**src/design/tis_pkg.sv**
```systemverilog
// Package: register map, field positions, reset values and timing constants
package tis_pkg;
   localparam int ADDR_W = 4;
   // Register byte offsets
   localparam logic [ADDR_W-1:0] ADDR_CTRL = 4'h0;
   localparam logic [ADDR_W-1:0] ADDR_TEMP = 4'h4;
   localparam logic [ADDR_W-1:0] ADDR_TIME = 4'h8;
   localparam logic [ADDR_W-1:0] ADDR_STAT = 4'hc;
   // Reset values
   localparam logic [31:0] CTRL_RST  = 32'h0000_0000;
   localparam logic [31:0] CTRL_MASK = 32'h0000_0fff;
   localparam logic [31:0] TEMP_RST  = 32'h0032_3237;
   localparam logic [31:0] TIME_RST  = 32'h0014_1e1e;
   // Control bit positions
   localparam int B_OP     = 0;
   localparam int B_MODE   = 1;
   localparam int B_HTR_ON = 3;
   localparam int B_EXT    = 4;
   localparam int B_INTUSE = 5;
   localparam int B_BACKUP = 6;
   localparam int B_AFRZ   = 7;
   localparam int B_PURGE  = 8;
   localparam int B_ROOMTH = 9;
   localparam int B_WATERTH = 10;
   localparam int B_ROOMHTR = 11;
   // Temperature and timer field positions (8 bits each)
   localparam int F_TANK   = 0;
   localparam int F_SET    = 8;
   localparam int F_LIMIT  = 16;
   localparam int F_REHEAT = 24;
   localparam int F_TANKIV = 0;
   localparam int F_ROOMIV = 8;
   localparam int F_EXTDLY = 16;
   // Operating modes
   typedef enum logic [1:0] {MODE_TANK = 2'h0, MODE_HEAT = 2'h1, MODE_COOL = 2'h2} tis_mode_t;
   // Interval states, one-hot
   typedef enum logic [2:0] {ST_IDLE = 3'h1, ST_TANK = 3'h2, ST_ROOM = 3'h4} tis_state_t;
   // Timing
   localparam int CLK_PERIOD_NS = 100;
   localparam int SEC_NS        = 1000000000;
   localparam int SEC_TICKS     = SEC_NS / CLK_PERIOD_NS;
   localparam int MIN_S         = 60;
   localparam int HOLD_S        = 20;
   localparam int SET_S         = 15;
   localparam int OFF_DLY_S     = 15;
   localparam int MASK_S        = 70;
   localparam int FLOW_LOW_S    = 60;
   localparam int RESTART_MIN   = 3;
   localparam int INT_GAP_MIN   = 20;
   localparam int SHORT_MIN     = 30;
   localparam int SHORT_LIMIT   = 3;
endpackage

```
**src/design/tis_top.sv**
```systemverilog
// Tank interval scheduler: tank thermo, interval FSM, heaters, pump, AXI4-Lite registers
// Summary of operation
// - Separate-heater setup: tank thermo-off stops pump, compressor, room heater; valve to room.
// - Separate-heater setup: tank on condition starts pump and compressor, room heater off.
// - After water thermo stop, tank over water set 20 s: compressor off, pump, heater on.
// - Tank over set plus 1 for 20 s stops everything, valve to room.
// - Tank below water set plus reheat runs pump, compressor, valve to tank.
// - Internal heater serves tank only if chosen, switched on and backup enabled.
// - Internal heater on: below set, compressor thermo off, 20 min gap, set to use.
// - Internal heater off: above set 15 s, compressor on, mode change, operation off.
// - External heater acts only with tank heater on and external option chosen.
// - Combined modes alternate room and tank intervals, tank first, valve follows.
// - After thermo-off handover, room ends once tank drops below thermo-on.
// - Three short room intervals hold room until timer or room thermo off, tank low.
// - After tank timer handover, same room hold applies.
// - Tank interval ends on thermo-off or timer; tank-only control meanwhile.
// - Thermo-on threshold uses set temperature with internal use, else water set.
// - Room heater held off in cool room intervals, normal in heat ones.
// - Internal heater off in room intervals, on after compressor thermo-off in tank.
// - External heater off with delay timer restart on tank entry, cleared in room.
// - In combined modes the pump runs if room or tank thermo is on.
// - Pump starts at once, 70 s mask; outdoor fault inside the mask stops compressor for 3 min.
// - After mask, low flow 60 s latches pump and compressor off, blinks, flags.
// - Pump off requests wait 15 s except in anti-freeze deice or air purge.
// - Tank water set is the lower of tank set and tank limit.
//
// Chosen here: the address map and register access over AXI4-Lite.

////////////////////////////////////////////////////////////////////////////////
// Seconds dwell counter, saturating at its limit
module tis_dwell #(
   parameter int W = 16
) (
   input  wire logic         core_clk,
   input  wire logic         rst_b,
   input  wire logic         tick,
   input  wire logic         run,
   input  wire logic [W-1:0] limit,
   output logic              done
);
   logic [W-1:0] cnt_q;

   // Count while run holds, clear as soon as it lapses
   always_ff @(posedge core_clk or negedge rst_b)
   begin
      if (!rst_b)
         cnt_q <= '0;
      else if (!run)
         cnt_q <= '0;
      else if (tick && cnt_q < limit)
         cnt_q <= cnt_q + W'(1);
   end

   assign done = run && (cnt_q >= limit);
endmodule

////////////////////////////////////////////////////////////////////////////////
module tis_top #(
   parameter int TICK_CYCLES = tis_pkg::SEC_TICKS
) (
   input  wire logic                      core_clk,
   input  wire logic                      rst_b,
   input  wire logic                      awvalid,
   output logic                           awready,
   input  wire logic [tis_pkg::ADDR_W-1:0] awaddr,
   input  wire logic                      wvalid,
   output logic                           wready,
   input  wire logic [31:0]               wdata,
   input  wire logic [3:0]                wstrb,
   output logic                           bvalid,
   input  wire logic                      bready,
   output logic [1:0]                     bresp,
   input  wire logic                      arvalid,
   output logic                           arready,
   input  wire logic [tis_pkg::ADDR_W-1:0] araddr,
   output logic                           rvalid,
   input  wire logic                      rready,
   output logic [31:0]                    rdata,
   output logic [1:0]                     rresp,
   input  wire logic                      flowOkPin,
   input  wire logic                      outdoorFaultPin,
   output logic                           hpRun,
   output logic                           waterPump,
   output logic                           roomHeater,
   output logic                           intHeater,
   output logic                           extHeater,
   output logic                           valveTank,
   output logic                           opLed,
   output logic                           flowError
);
   import tis_pkg::*;

   logic [31:0] ctrl_q, temp_q, time_q;
   logic        awHave_q, wHave_q, awready_q, wready_q, bvalid_q, arready_q, rvalid_q;
   logic [ADDR_W-1:0] awAddr_q;
   logic [31:0] wData_q, rdata_q;
   logic [3:0]  wStrb_q;
   logic [1:0]  bresp_q, rresp_q;
   logic [23:0] tickCnt_q;
   logic        tick, flowS1_q, flowOk_q, faultS1_q, fault_q, maskDone;
   logic        hpRun_q, waterPump_q, roomHeater_q, intHeater_q, extHeater_q, valveTank_q;
   logic        opLed_q, flowErr_q, tankThermo_q, hpTankOff_q, causeTimer_q, restartBusy_q;
   logic [1:0]  shortCnt_q, modePrev_q;
   tis_state_t  state_q;

   ////////////////////////////////////////////////////////////////////////////
   // AXI4-Lite write channel
   function automatic logic [31:0] merge(input logic [31:0] old, input logic [31:0] nw,
                                         input logic [3:0] be);
      logic [31:0] r;
      r = old;
      for (int i = 0; i < 4; i++)
         if (be[i])
            r[8*i +: 8] = nw[8*i +: 8];
      return r;
   endfunction

   // Address and data taken in either order, response after both
   always_ff @(posedge core_clk or negedge rst_b)
   begin
      if (!rst_b)
      begin
         awHave_q  <= 1'b0;
         wHave_q   <= 1'b0;
         awready_q <= 1'b1;
         wready_q  <= 1'b1;
         bvalid_q  <= 1'b0;
         bresp_q   <= 2'h0;
         awAddr_q  <= '0;
         wData_q   <= 32'h0;
         wStrb_q   <= 4'h0;
      end
      else
      begin
         if (awvalid && awready_q)
         begin
            awHave_q  <= 1'b1;
            awready_q <= 1'b0;
            awAddr_q  <= awaddr;
         end
         if (wvalid && wready_q)
         begin
            wHave_q  <= 1'b1;
            wready_q <= 1'b0;
            wData_q  <= wdata;
            wStrb_q  <= wstrb;
         end
         if (awHave_q && wHave_q && !bvalid_q)
         begin
            awHave_q <= 1'b0;
            wHave_q  <= 1'b0;
            bvalid_q <= 1'b1;
            bresp_q  <= (awAddr_q[1:0] != 2'h0 || awAddr_q > ADDR_STAT) ? 2'h2 : 2'h0;
         end
         if (bvalid_q && bready)
         begin
            bvalid_q  <= 1'b0;
            awready_q <= 1'b1;
            wready_q  <= 1'b1;
         end
      end
   end

   // Register storage; status is read-only
   always_ff @(posedge core_clk or negedge rst_b)
   begin
      if (!rst_b)
      begin
         ctrl_q <= CTRL_RST;
         temp_q <= TEMP_RST;
         time_q <= TIME_RST;
      end
      else if (awHave_q && wHave_q && !bvalid_q)
      begin
         case (awAddr_q)
            ADDR_CTRL: ctrl_q <= merge(ctrl_q, wData_q, wStrb_q) & CTRL_MASK;
            ADDR_TEMP: temp_q <= merge(temp_q, wData_q, wStrb_q);
            ADDR_TIME: time_q <= merge(time_q, wData_q, wStrb_q);
            default: ;
         endcase
      end
   end

   // Read channel, data one cycle after address
   always_ff @(posedge core_clk or negedge rst_b)
   begin
      if (!rst_b)
      begin
         arready_q <= 1'b1;
         rvalid_q  <= 1'b0;
         rdata_q   <= 32'h0;
         rresp_q   <= 2'h0;
      end
      else if (arvalid && arready_q)
      begin
         arready_q <= 1'b0;
         rvalid_q  <= 1'b1;
         rresp_q   <= 2'h0;
         case (araddr)
            ADDR_CTRL: rdata_q <= ctrl_q;
            ADDR_TEMP: rdata_q <= temp_q;
            ADDR_TIME: rdata_q <= time_q;
            ADDR_STAT: rdata_q <= {17'h0, flowErr_q, maskDone, restartBusy_q, shortCnt_q,
                                   state_q, tankThermo_q, hpTankOff_q, extHeater_q,
                                   intHeater_q, roomHeater_q, waterPump_q, hpRun_q};
            default:
            begin
               rdata_q <= 32'h0;
               rresp_q <= 2'h2;
            end
         endcase
      end
      else if (rvalid_q && rready)
      begin
         rvalid_q  <= 1'b0;
         arready_q <= 1'b1;
      end
   end

   ////////////////////////////////////////////////////////////////////////////
   // Pin synchronisers and one-second tick
   always_ff @(posedge core_clk or negedge rst_b)
   begin
      if (!rst_b)
      begin
         flowS1_q  <= 1'b0;
         flowOk_q  <= 1'b0;
         faultS1_q <= 1'b0;
         fault_q   <= 1'b0;
         tickCnt_q <= 24'h0;
      end
      else
      begin
         flowS1_q  <= flowOkPin;
         flowOk_q  <= flowS1_q;
         faultS1_q <= outdoorFaultPin;
         fault_q   <= faultS1_q;
         tickCnt_q <= tick ? 24'h0 : tickCnt_q + 24'h1;
      end
   end
   assign tick = (tickCnt_q == 24'(TICK_CYCLES - 1));

   ////////////////////////////////////////////////////////////////////////////
   // Decoded controls and thresholds
   logic       opOn, combined, coolMode, extSel, htrOn, caseInt, roomTh, tankPhase, inRoom;
   logic [7:0] tankT, tankSet, tankWs;
   logic signed [9:0] thermoOnThr;
   logic       belowOn, belowSet, modeChg;

   assign opOn     = ctrl_q[B_OP];
   assign combined = ctrl_q[B_MODE +: 2] == MODE_HEAT || ctrl_q[B_MODE +: 2] == MODE_COOL;
   assign coolMode = ctrl_q[B_MODE +: 2] == MODE_COOL;
   assign extSel   = ctrl_q[B_EXT];
   assign htrOn    = ctrl_q[B_HTR_ON];
   assign caseInt  = !extSel && htrOn;
   assign roomTh   = ctrl_q[B_ROOMTH];
   assign inRoom   = combined && state_q == ST_ROOM;
   assign tankPhase = !combined || state_q == ST_TANK;
   assign modeChg  = ctrl_q[B_MODE +: 2] != modePrev_q;
   assign tankT    = temp_q[F_TANK +: 8];
   assign tankSet  = temp_q[F_SET +: 8];
   // Water set is the lower of set and limit
   assign tankWs   = (temp_q[F_LIMIT +: 8] < tankSet) ? temp_q[F_LIMIT +: 8] : tankSet;
   // Thermo-on threshold with signed reheat offset
   assign thermoOnThr = $signed({2'b00, ctrl_q[B_INTUSE] ? tankSet : tankWs})
                        + $signed({{2{temp_q[F_REHEAT + 7]}}, temp_q[F_REHEAT +: 8]});
   assign belowOn  = $signed({2'b00, tankT}) < thermoOnThr;
   assign belowSet = tankT < tankSet;

   ////////////////////////////////////////////////////////////////////////////
   // Dwell timers
   logic ws20Done, over1Done, set15Done, tankIvDone, roomIvDone, shortDone, extDlyDone;
   logic flowLowDone, restartDone, offDone, intGapDone, pumpReq, immediate;

   tis_dwell u_ws20 (.core_clk(core_clk), .rst_b(rst_b), .tick(tick),
      .run(ctrl_q[B_WATERTH] && tankT > tankWs), .limit(16'(HOLD_S)), .done(ws20Done));
   tis_dwell u_over1 (.core_clk(core_clk), .rst_b(rst_b), .tick(tick),
      .run({1'b0, tankT} > {1'b0, tankSet} + 9'h1), .limit(16'(HOLD_S)), .done(over1Done));
   tis_dwell u_set15 (.core_clk(core_clk), .rst_b(rst_b), .tick(tick),
      .run(tankT > tankSet), .limit(16'(SET_S)), .done(set15Done));
   tis_dwell u_tankiv (.core_clk(core_clk), .rst_b(rst_b), .tick(tick),
      .run(combined && state_q == ST_TANK),
      .limit(16'(time_q[F_TANKIV +: 8] * MIN_S)), .done(tankIvDone));
   tis_dwell u_roomiv (.core_clk(core_clk), .rst_b(rst_b), .tick(tick), .run(inRoom),
      .limit(16'(time_q[F_ROOMIV +: 8] * MIN_S)), .done(roomIvDone));
   tis_dwell u_short (.core_clk(core_clk), .rst_b(rst_b), .tick(tick), .run(inRoom),
      .limit(16'(SHORT_MIN * MIN_S)), .done(shortDone));
   tis_dwell u_extdly (.core_clk(core_clk), .rst_b(rst_b), .tick(tick),
      .run(combined ? state_q == ST_TANK : tankThermo_q),
      .limit(16'(time_q[F_EXTDLY +: 8] * MIN_S)), .done(extDlyDone));
   tis_dwell u_mask (.core_clk(core_clk), .rst_b(rst_b), .tick(tick), .run(opOn),
      .limit(16'(MASK_S)), .done(maskDone));
   tis_dwell u_flow (.core_clk(core_clk), .rst_b(rst_b), .tick(tick),
      .run(maskDone && waterPump_q && !flowOk_q), .limit(16'(FLOW_LOW_S)),
      .done(flowLowDone));
   tis_dwell u_restart (.core_clk(core_clk), .rst_b(rst_b), .tick(tick), .run(restartBusy_q),
      .limit(16'(RESTART_MIN * MIN_S)), .done(restartDone));
   tis_dwell u_offdly (.core_clk(core_clk), .rst_b(rst_b), .tick(tick),
      .run(waterPump_q && !pumpReq), .limit(16'(OFF_DLY_S)), .done(offDone));
   tis_dwell u_intgap (.core_clk(core_clk), .rst_b(rst_b), .tick(tick), .run(!intHeater_q),
      .limit(16'(INT_GAP_MIN * MIN_S)), .done(intGapDone));

   ////////////////////////////////////////////////////////////////////////////
   // Tank thermo and water-thermo compressor hold
   logic offCond;
   assign offCond = caseInt ? set15Done : over1Done;

   always_ff @(posedge core_clk or negedge rst_b)
   begin
      if (!rst_b)
      begin
         tankThermo_q <= 1'b0;
         hpTankOff_q  <= 1'b0;
         modePrev_q   <= 2'h0;
      end
      else
      begin
         modePrev_q <= ctrl_q[B_MODE +: 2];
         if (!opOn || offCond)
         begin
            tankThermo_q <= 1'b0;
            hpTankOff_q  <= 1'b0;
         end
         else if (belowOn)
         begin
            tankThermo_q <= 1'b1;
            hpTankOff_q  <= 1'b0;
         end
         else if (!caseInt && ws20Done)
            hpTankOff_q <= 1'b1;
      end
   end

   ////////////////////////////////////////////////////////////////////////////
   // Room / tank interval state machine
   always_ff @(posedge core_clk or negedge rst_b)
   begin
      if (!rst_b)
      begin
         state_q      <= ST_IDLE;
         causeTimer_q <= 1'b0;
         shortCnt_q   <= 2'h0;
      end
      else if (!opOn || !combined)
      begin
         state_q    <= ST_IDLE;
         shortCnt_q <= 2'h0;
      end
      else
      begin
         case (state_q)
            ST_IDLE: state_q <= ST_TANK;
            ST_TANK:
               if (!tankThermo_q || tankIvDone)
               begin
                  state_q      <= ST_ROOM;
                  causeTimer_q <= tankThermo_q;
               end
            ST_ROOM:
               if (belowOn && (!(causeTimer_q || shortCnt_q >= 2'(SHORT_LIMIT))
                               || roomIvDone || !roomTh))
               begin
                  state_q    <= ST_TANK;
                  shortCnt_q <= shortDone ? 2'h0
                                : (shortCnt_q == 2'(SHORT_LIMIT) ? shortCnt_q : shortCnt_q + 2'h1);
               end
            default: state_q <= ST_IDLE;
         endcase
      end
   end

   ////////////////////////////////////////////////////////////////////////////
   // Start-up mask, outdoor fault restart delay, flow error latch
   always_ff @(posedge core_clk or negedge rst_b)
   begin
      if (!rst_b)
      begin
         restartBusy_q <= 1'b0;
         flowErr_q     <= 1'b0;
         opLed_q       <= 1'b0;
      end
      else
      begin
         if (opOn && !maskDone && fault_q)
            restartBusy_q <= 1'b1;
         else if (restartDone)
            restartBusy_q <= 1'b0;
         if (flowLowDone)
            flowErr_q <= 1'b1;
         if (flowErr_q)
            opLed_q <= tick ? !opLed_q : opLed_q;
         else
            opLed_q <= opOn;
      end
   end

   ////////////////////////////////////////////////////////////////////////////
   // Pump, compressor, valve and heater outputs
   logic hpReq, intAllowed;
   assign hpReq = tankPhase ? (tankThermo_q && !hpTankOff_q && !ctrl_q[B_WATERTH])
                            : roomTh;
   assign pumpReq = opOn && !flowErr_q
                    && (!maskDone || (combined ? (roomTh || tankThermo_q) : tankThermo_q));
   assign immediate = ctrl_q[B_AFRZ] || ctrl_q[B_PURGE];
   assign intAllowed = opOn && !extSel && htrOn && ctrl_q[B_BACKUP] && ctrl_q[B_INTUSE]
                       && !inRoom;

   always_ff @(posedge core_clk or negedge rst_b)
   begin
      if (!rst_b)
      begin
         waterPump_q  <= 1'b0;
         hpRun_q      <= 1'b0;
         valveTank_q  <= 1'b0;
         roomHeater_q <= 1'b0;
         intHeater_q  <= 1'b0;
         extHeater_q  <= 1'b0;
      end
      else
      begin
         if (flowErr_q)
            waterPump_q <= 1'b0;
         else if (pumpReq)
            waterPump_q <= 1'b1;
         else if (immediate || offDone)
            waterPump_q <= 1'b0;
         // Compressor may run inside the start-up mask; only a fault holds it off
         hpRun_q <= opOn && !flowErr_q && !restartBusy_q && hpReq;
         valveTank_q <= opOn && (combined ? state_q == ST_TANK : tankThermo_q);
         if (tankPhase)
            roomHeater_q <= opOn && !flowErr_q && hpTankOff_q && tankThermo_q;
         else
            roomHeater_q <= opOn && !flowErr_q && !coolMode && ctrl_q[B_ROOMHTR];
         if (!intAllowed || set15Done || hpReq || modeChg)
            intHeater_q <= 1'b0;
         else if (belowSet && intGapDone)
            intHeater_q <= 1'b1;
         extHeater_q <= opOn && extSel && htrOn && belowSet
                        && (inRoom || extDlyDone);
      end
   end

   assign awready    = awready_q;
   assign wready     = wready_q;
   assign bvalid     = bvalid_q;
   assign bresp      = bresp_q;
   assign arready    = arready_q;
   assign rvalid     = rvalid_q;
   assign rdata      = rdata_q;
   assign rresp      = rresp_q;
   assign hpRun      = hpRun_q;
   assign waterPump  = waterPump_q;
   assign roomHeater = roomHeater_q;
   assign intHeater  = intHeater_q;
   assign extHeater  = extHeater_q;
   assign valveTank  = valveTank_q;
   assign opLed      = opLed_q;
   assign flowError  = flowErr_q;

   ////////////////////////////////////////////////////////////////////////////
   // Checks
   flow_latch_a: assert property (@(posedge core_clk) disable iff (!rst_b)
      flowErr_q |=> flowErr_q && !waterPump_q && !hpRun_q)
      else $error("flow error latch released or outputs left on");
   pump_hold_a: assert property (@(posedge core_clk) disable iff (!rst_b)
      waterPump_q && !pumpReq && !immediate && !offDone && !flowErr_q |=> waterPump_q)
      else $error("pump stopped before off delay");
   pump_fast_a: assert property (@(posedge core_clk) disable iff (!rst_b)
      waterPump_q && !pumpReq && immediate |=> !waterPump_q)
      else $error("pump stop delayed during deice or purge");
   tank_first_a: assert property (@(posedge core_clk) disable iff (!rst_b)
      state_q == ST_IDLE && opOn && combined |=> state_q == ST_TANK ##1 valveTank_q || !opOn)
      else $error("combined mode did not begin with tank interval");
   cool_heater_a: assert property (@(posedge core_clk) disable iff (!rst_b)
      inRoom && coolMode |=> !roomHeater_q)
      else $error("room heater on in cool room interval");
   int_room_a: assert property (@(posedge core_clk) disable iff (!rst_b)
      inRoom |=> !intHeater_q)
      else $error("internal heater on in room interval");
   thermo_off_a: assert property (@(posedge core_clk) disable iff (!rst_b)
      offCond |=> !tankThermo_q ##1 !hpRun_q || !combined)
      else $error("tank thermo not ended at off condition");
   restart_a: assert property (@(posedge core_clk) disable iff (!rst_b)
      restartBusy_q |=> !hpRun_q)
      else $error("compressor ran during restart delay");
endmodule

```
**config.mk**
```make
export PLATFORM = sky130hd
export DESIGN_NAME = tis_top
export DESIGN_NICKNAME = d
export VERILOG_FILES = /design/src/design/tis_pkg.sv /design/src/design/tis_top.sv
export SDC_FILE = /design/constraint.sdc
export NUM_CORES = 1
export LEC_CHECK = 0
export BUFFER_PORTS_ARGS = -buffer_cell sky130_fd_sc_hd__buf_2
export CORE_MARGIN = 1.5
export CORE_UTILIZATION = 30
export DETAILED_ROUTE_END_ITERATION = 8
export GPL_TIMING_DRIVEN = 1
export PLACE_DENSITY = 0.44
export SLEW_MARGIN = 5
export SYNTH_ARGS = -nofsm -noshare
export SYNTH_HDL_FRONTEND = slang
export SYNTH_SLANG_ARGS = --single-unit
```
**constraint.sdc**
```tcl
create_clock -name core_clk -period 7.4 [get_ports core_clk]
set_clock_uncertainty 0.15 [all_clocks]
set_input_delay 0.37 -clock core_clk [delete_from_list [all_inputs] [get_ports core_clk]]
set_output_delay 0.37 -clock core_clk [all_outputs]
set_load 0.005 [all_outputs]
```
==> results.cfg <==
[clock_network]
cts_made_buffers = 47
htreeDepth = 2
cts_root_buf = clkbuf_16
postCtsSetupBuffers = 0
cts_resized = 0
cts.clk_slew.worst_paths_ns = 0.06
cts_buffer_depth = 3
clkLatencyLatePin_ns = 0.59
cts_tree = done
cts.sink_count = 396
cts_hold_buf = 51

[timing]
final_hold_viol_count = 0
fin_tns_setup_ns = 0
finalCritPeriodShare_pct = 81.38
clock.fmax_ghz = 0.1661
slew_violations = 0
setup_viol = 0
finalWorstSetupSlack_ns = 1.378
rsz0062_at_grt = false
period_needed_ns = 6.022
maxSlewHeadroom_pct = 28.00
worst_pin_slew_ns = 1.078

[critical_path]
max_stage_delay_ns = 0.60
path_cells = inv_1 > ha_1 > a21o_1 > a21o_1 > a211oi_1 > o21ai_1 > a21oi_2 > mux2_2 > ha_1 > a21oi_1 > o2111ai_1 > xnor2_1 > ha_1 > a2111oi_0 > o21ai_0 > a21o_1 > a211oi_1 > o22ai_1 > nor2_1 > o22ai_1
path_delay_family = compound AO/OA/AOI/OAI gates
critPathCapture = shortCnt_q[0]
cp_max_fo = 9
critPathRequiredTime_ns = 7.70
crit_buf_inv = 1
path_class = flip-flop to flip-flop
cp.depth = 20
rrSetupSlack_ns = 1.38
startpoint_type = flip-flop
reg2reg_depth = 20
r2r-start = temp_q[9]
r2r_end = shortCnt_q[0]
cp.arrival_ns = 6.32
cp-end-kind = flip-flop
crit_path_top_delay_cell = dfstp_2
crit_start = temp_q[9]

[floorplanning]
dieHeight_um = 270.7
start_util_pct = 30.49
core_area_um2 = 70510
rows = 97
fp.dieW_um = 270.7
pin_count = 102
die_area_um2 = 73280

[synthesis]
synth-seq-cells = 396
yosys.cell_types.count = 81
synth.avg_cell_area_um2 = 10.83
synth.area.top_cells = dfrtp_1 43%, ha_1 9.0%, mux2_2 6.5%
synthesis.area_um2 = 21500
synth-seq-area-share_pct = 46.23
synth_top_cell_area_share_pct = 43.18
async_flop_share_pct = 100.0
netlist.top_cell.by_area = dfrtp_1
synthCells = 1986
ys_warn_count = 0
synth_edf_count = 0
ys.flop_type = dfrtp_1

[route]
wl_met2_um = 25020
drt_wl_total_um = 56310
top_layer_used = met4
drtPass1Iterations = 5
viasPerCell = 4.919
drtAntennaViolNets = 0
vias = 15350
drc = 0
drt-met1-wl_um = 27470
drt_iter0_drc = 734
drt-wirelength-per-cell_um = 18.05
met3WireLength_um = 2269

[hold_path]
hold_path_class = input pin to flip-flop

[placed_design]
postPlaceCellArea_um2 = 23110
place_congestion = 0.8402
post-place-ws_ns = 1.466
dp_hpwl_um = 40610
io_buffer_count = 99

[layout]
fin_util_pct = 35.68
post_route_cells_drive_above_1_share_pct = 16.79
seqCellArea_um2 = 9941
fillers = 7031
multiInputGateArea_um2 = 10830
nNetsFinal = 2393
diodes = 0
final_area_um2 = 25160
syn2layout_area_growth_pct = 17.02

[pwr]
pwr-share-clk_pct = 26.8
switching_share_pct = 38.96
switching_power_mw = 3.438
p_per_area_nw_per_um2 = 350.7
p_seq_share_pct = 33.1
peakVddDrop_mv = 0.2171
internal-power_mw = 5.386
p_comb_share_pct = 40.1
power_leakage_nw = 11.73

[grt]
grt_first_pass_wirelength_um = 90870
first_global_vias = 15710
grt_antenna_before_repair = 2
grtUsageTotal_pct = 15.61
grt_max_degree = 164
overflow = 0

[run_status]
outcome = finished clean

[job]
max_cap_viol_count = 0
## state kept, by name, summed over array words and instances (netlist names), 24 cells and up
name and cells:
tickCnt_q 24, rdata 32, time_q 32, wData_q 32
temp_q 32
## per-layer routing
metal / vias to the layer above / GRT usage [%]
li1: 7337 / -
met1: 7683 / 22.10
met2: 237 / 24.07
met3: 90 / 2.814
met4: 0 / 4.910
met5: - / 0
## power groups by stage
stage          registers [mW]  clock network [mW]  logic, mW
2_1_floorplan            2.74                   0       2.65
3_3_place_gp             2.96                   0       3.48
3_5_place_dp             2.97                   0       3.55
4_1_cts                  2.93                2.45       3.60
5_1_grt                  2.98                2.54       3.98
6_report                 2.92                2.37       3.54
## kinds of logic after synthesis
group,synth area share [%]
fa+ha+maj,12.69
buf+inv,3.532
xor+xnor,4.807
simple gates,15.42
other cells,0.01744
mux,7.478
compound gates,9.823
flops,46.23
## worst min-delay path, stage by stage
cell and delay (ns):
buf_2 0.12, nor2_1 0.09, a31oi_1 0.16
## worst min path at each step
stage | cells past startpoint | end | slack [ns] | start
2_1_floorplan | 0 | awAddr_q[0] | -0.08 | rst_b
3_3_place_gp | 0 | flowOk_q | 0.19 | flowS1_q
3_5_place_dp | 0 | flowOk_q | 0.20 | flowS1_q
4_1_cts | 3 | rresp[1] | 0.008 | araddr[1]
5_1_grt | 3 | rresp[1] | 0.04 | araddr[1]
6_report | 3 | rresp[1] | 0.05 | araddr[1]
## through the flow
stage | instances | power, mW | hold WS (ns)
5_1_grt | 3120 | 9.502 | 0.04468
3_3_place_gp | 2986 | 6.447 | 0.1890
6_report | 3120 | 8.824 | 0.05387
3_5_place_dp | 2986 | 6.514 | 0.1970
2_1_floorplan | 1987 | 5.393 | -0.07559
4_1_cts | 3120 | 8.974 | 0.008355
## Yosys cell counts, types with 4 or more instances
library cell and n:
o311ai_0 4, a21boi_0 5, nor3_1 33, o22ai_1 4
xor2_1 52, mux2i_1 20, o21ai_0 82, a31oi_1 7
and2_1 70, nand3_1 62, and4_1 5, or2_2 6
a22oi_1 17, xnor2_1 66, fa_1 40, dfrtp_1 371
nand2_1 126, o211ai_1 18, a22o_1 15, a21oi_1 55
inv_1 141, a211oi_1 8, and3_1 43, ha_1 154
nand4_1 41, or3_1 10, nor3_2 5, nor2b_1 15
nor4_1 31, dfstp_2 25, nor3b_1 5, mux2_2 125
o21a_1 15, o2111ai_1 7, clkbuf_1 42, a21o_1 24
nand2b_1 8, buf_2 4, buf_4 4, a221oi_1 12
nor2_1 127, or4_1 16
## cell usage in the layout, fill, tap and decap left out, types with 62 or more instances in the layout
cell     count
buf_2       98
mux2_2     125
o21ai_0     82
ha_1       154
dfrtp_1    371
nand2_1    125
nor2_1     126
nand3_1     62
and2_1      70
inv_1      141
xnor2_1     66
## cell type report
cell class	count	share of cell area [%]
inverters	141	2.104
clock buffers	64	5.167
multi-input cells	1396	43.03
clock inverters	19	0.9548
flip-flops and latches	396	39.51
repair buffers	164	4.555
well taps	940	4.675
Note: power is estimated with default switching activity, not from simulation.
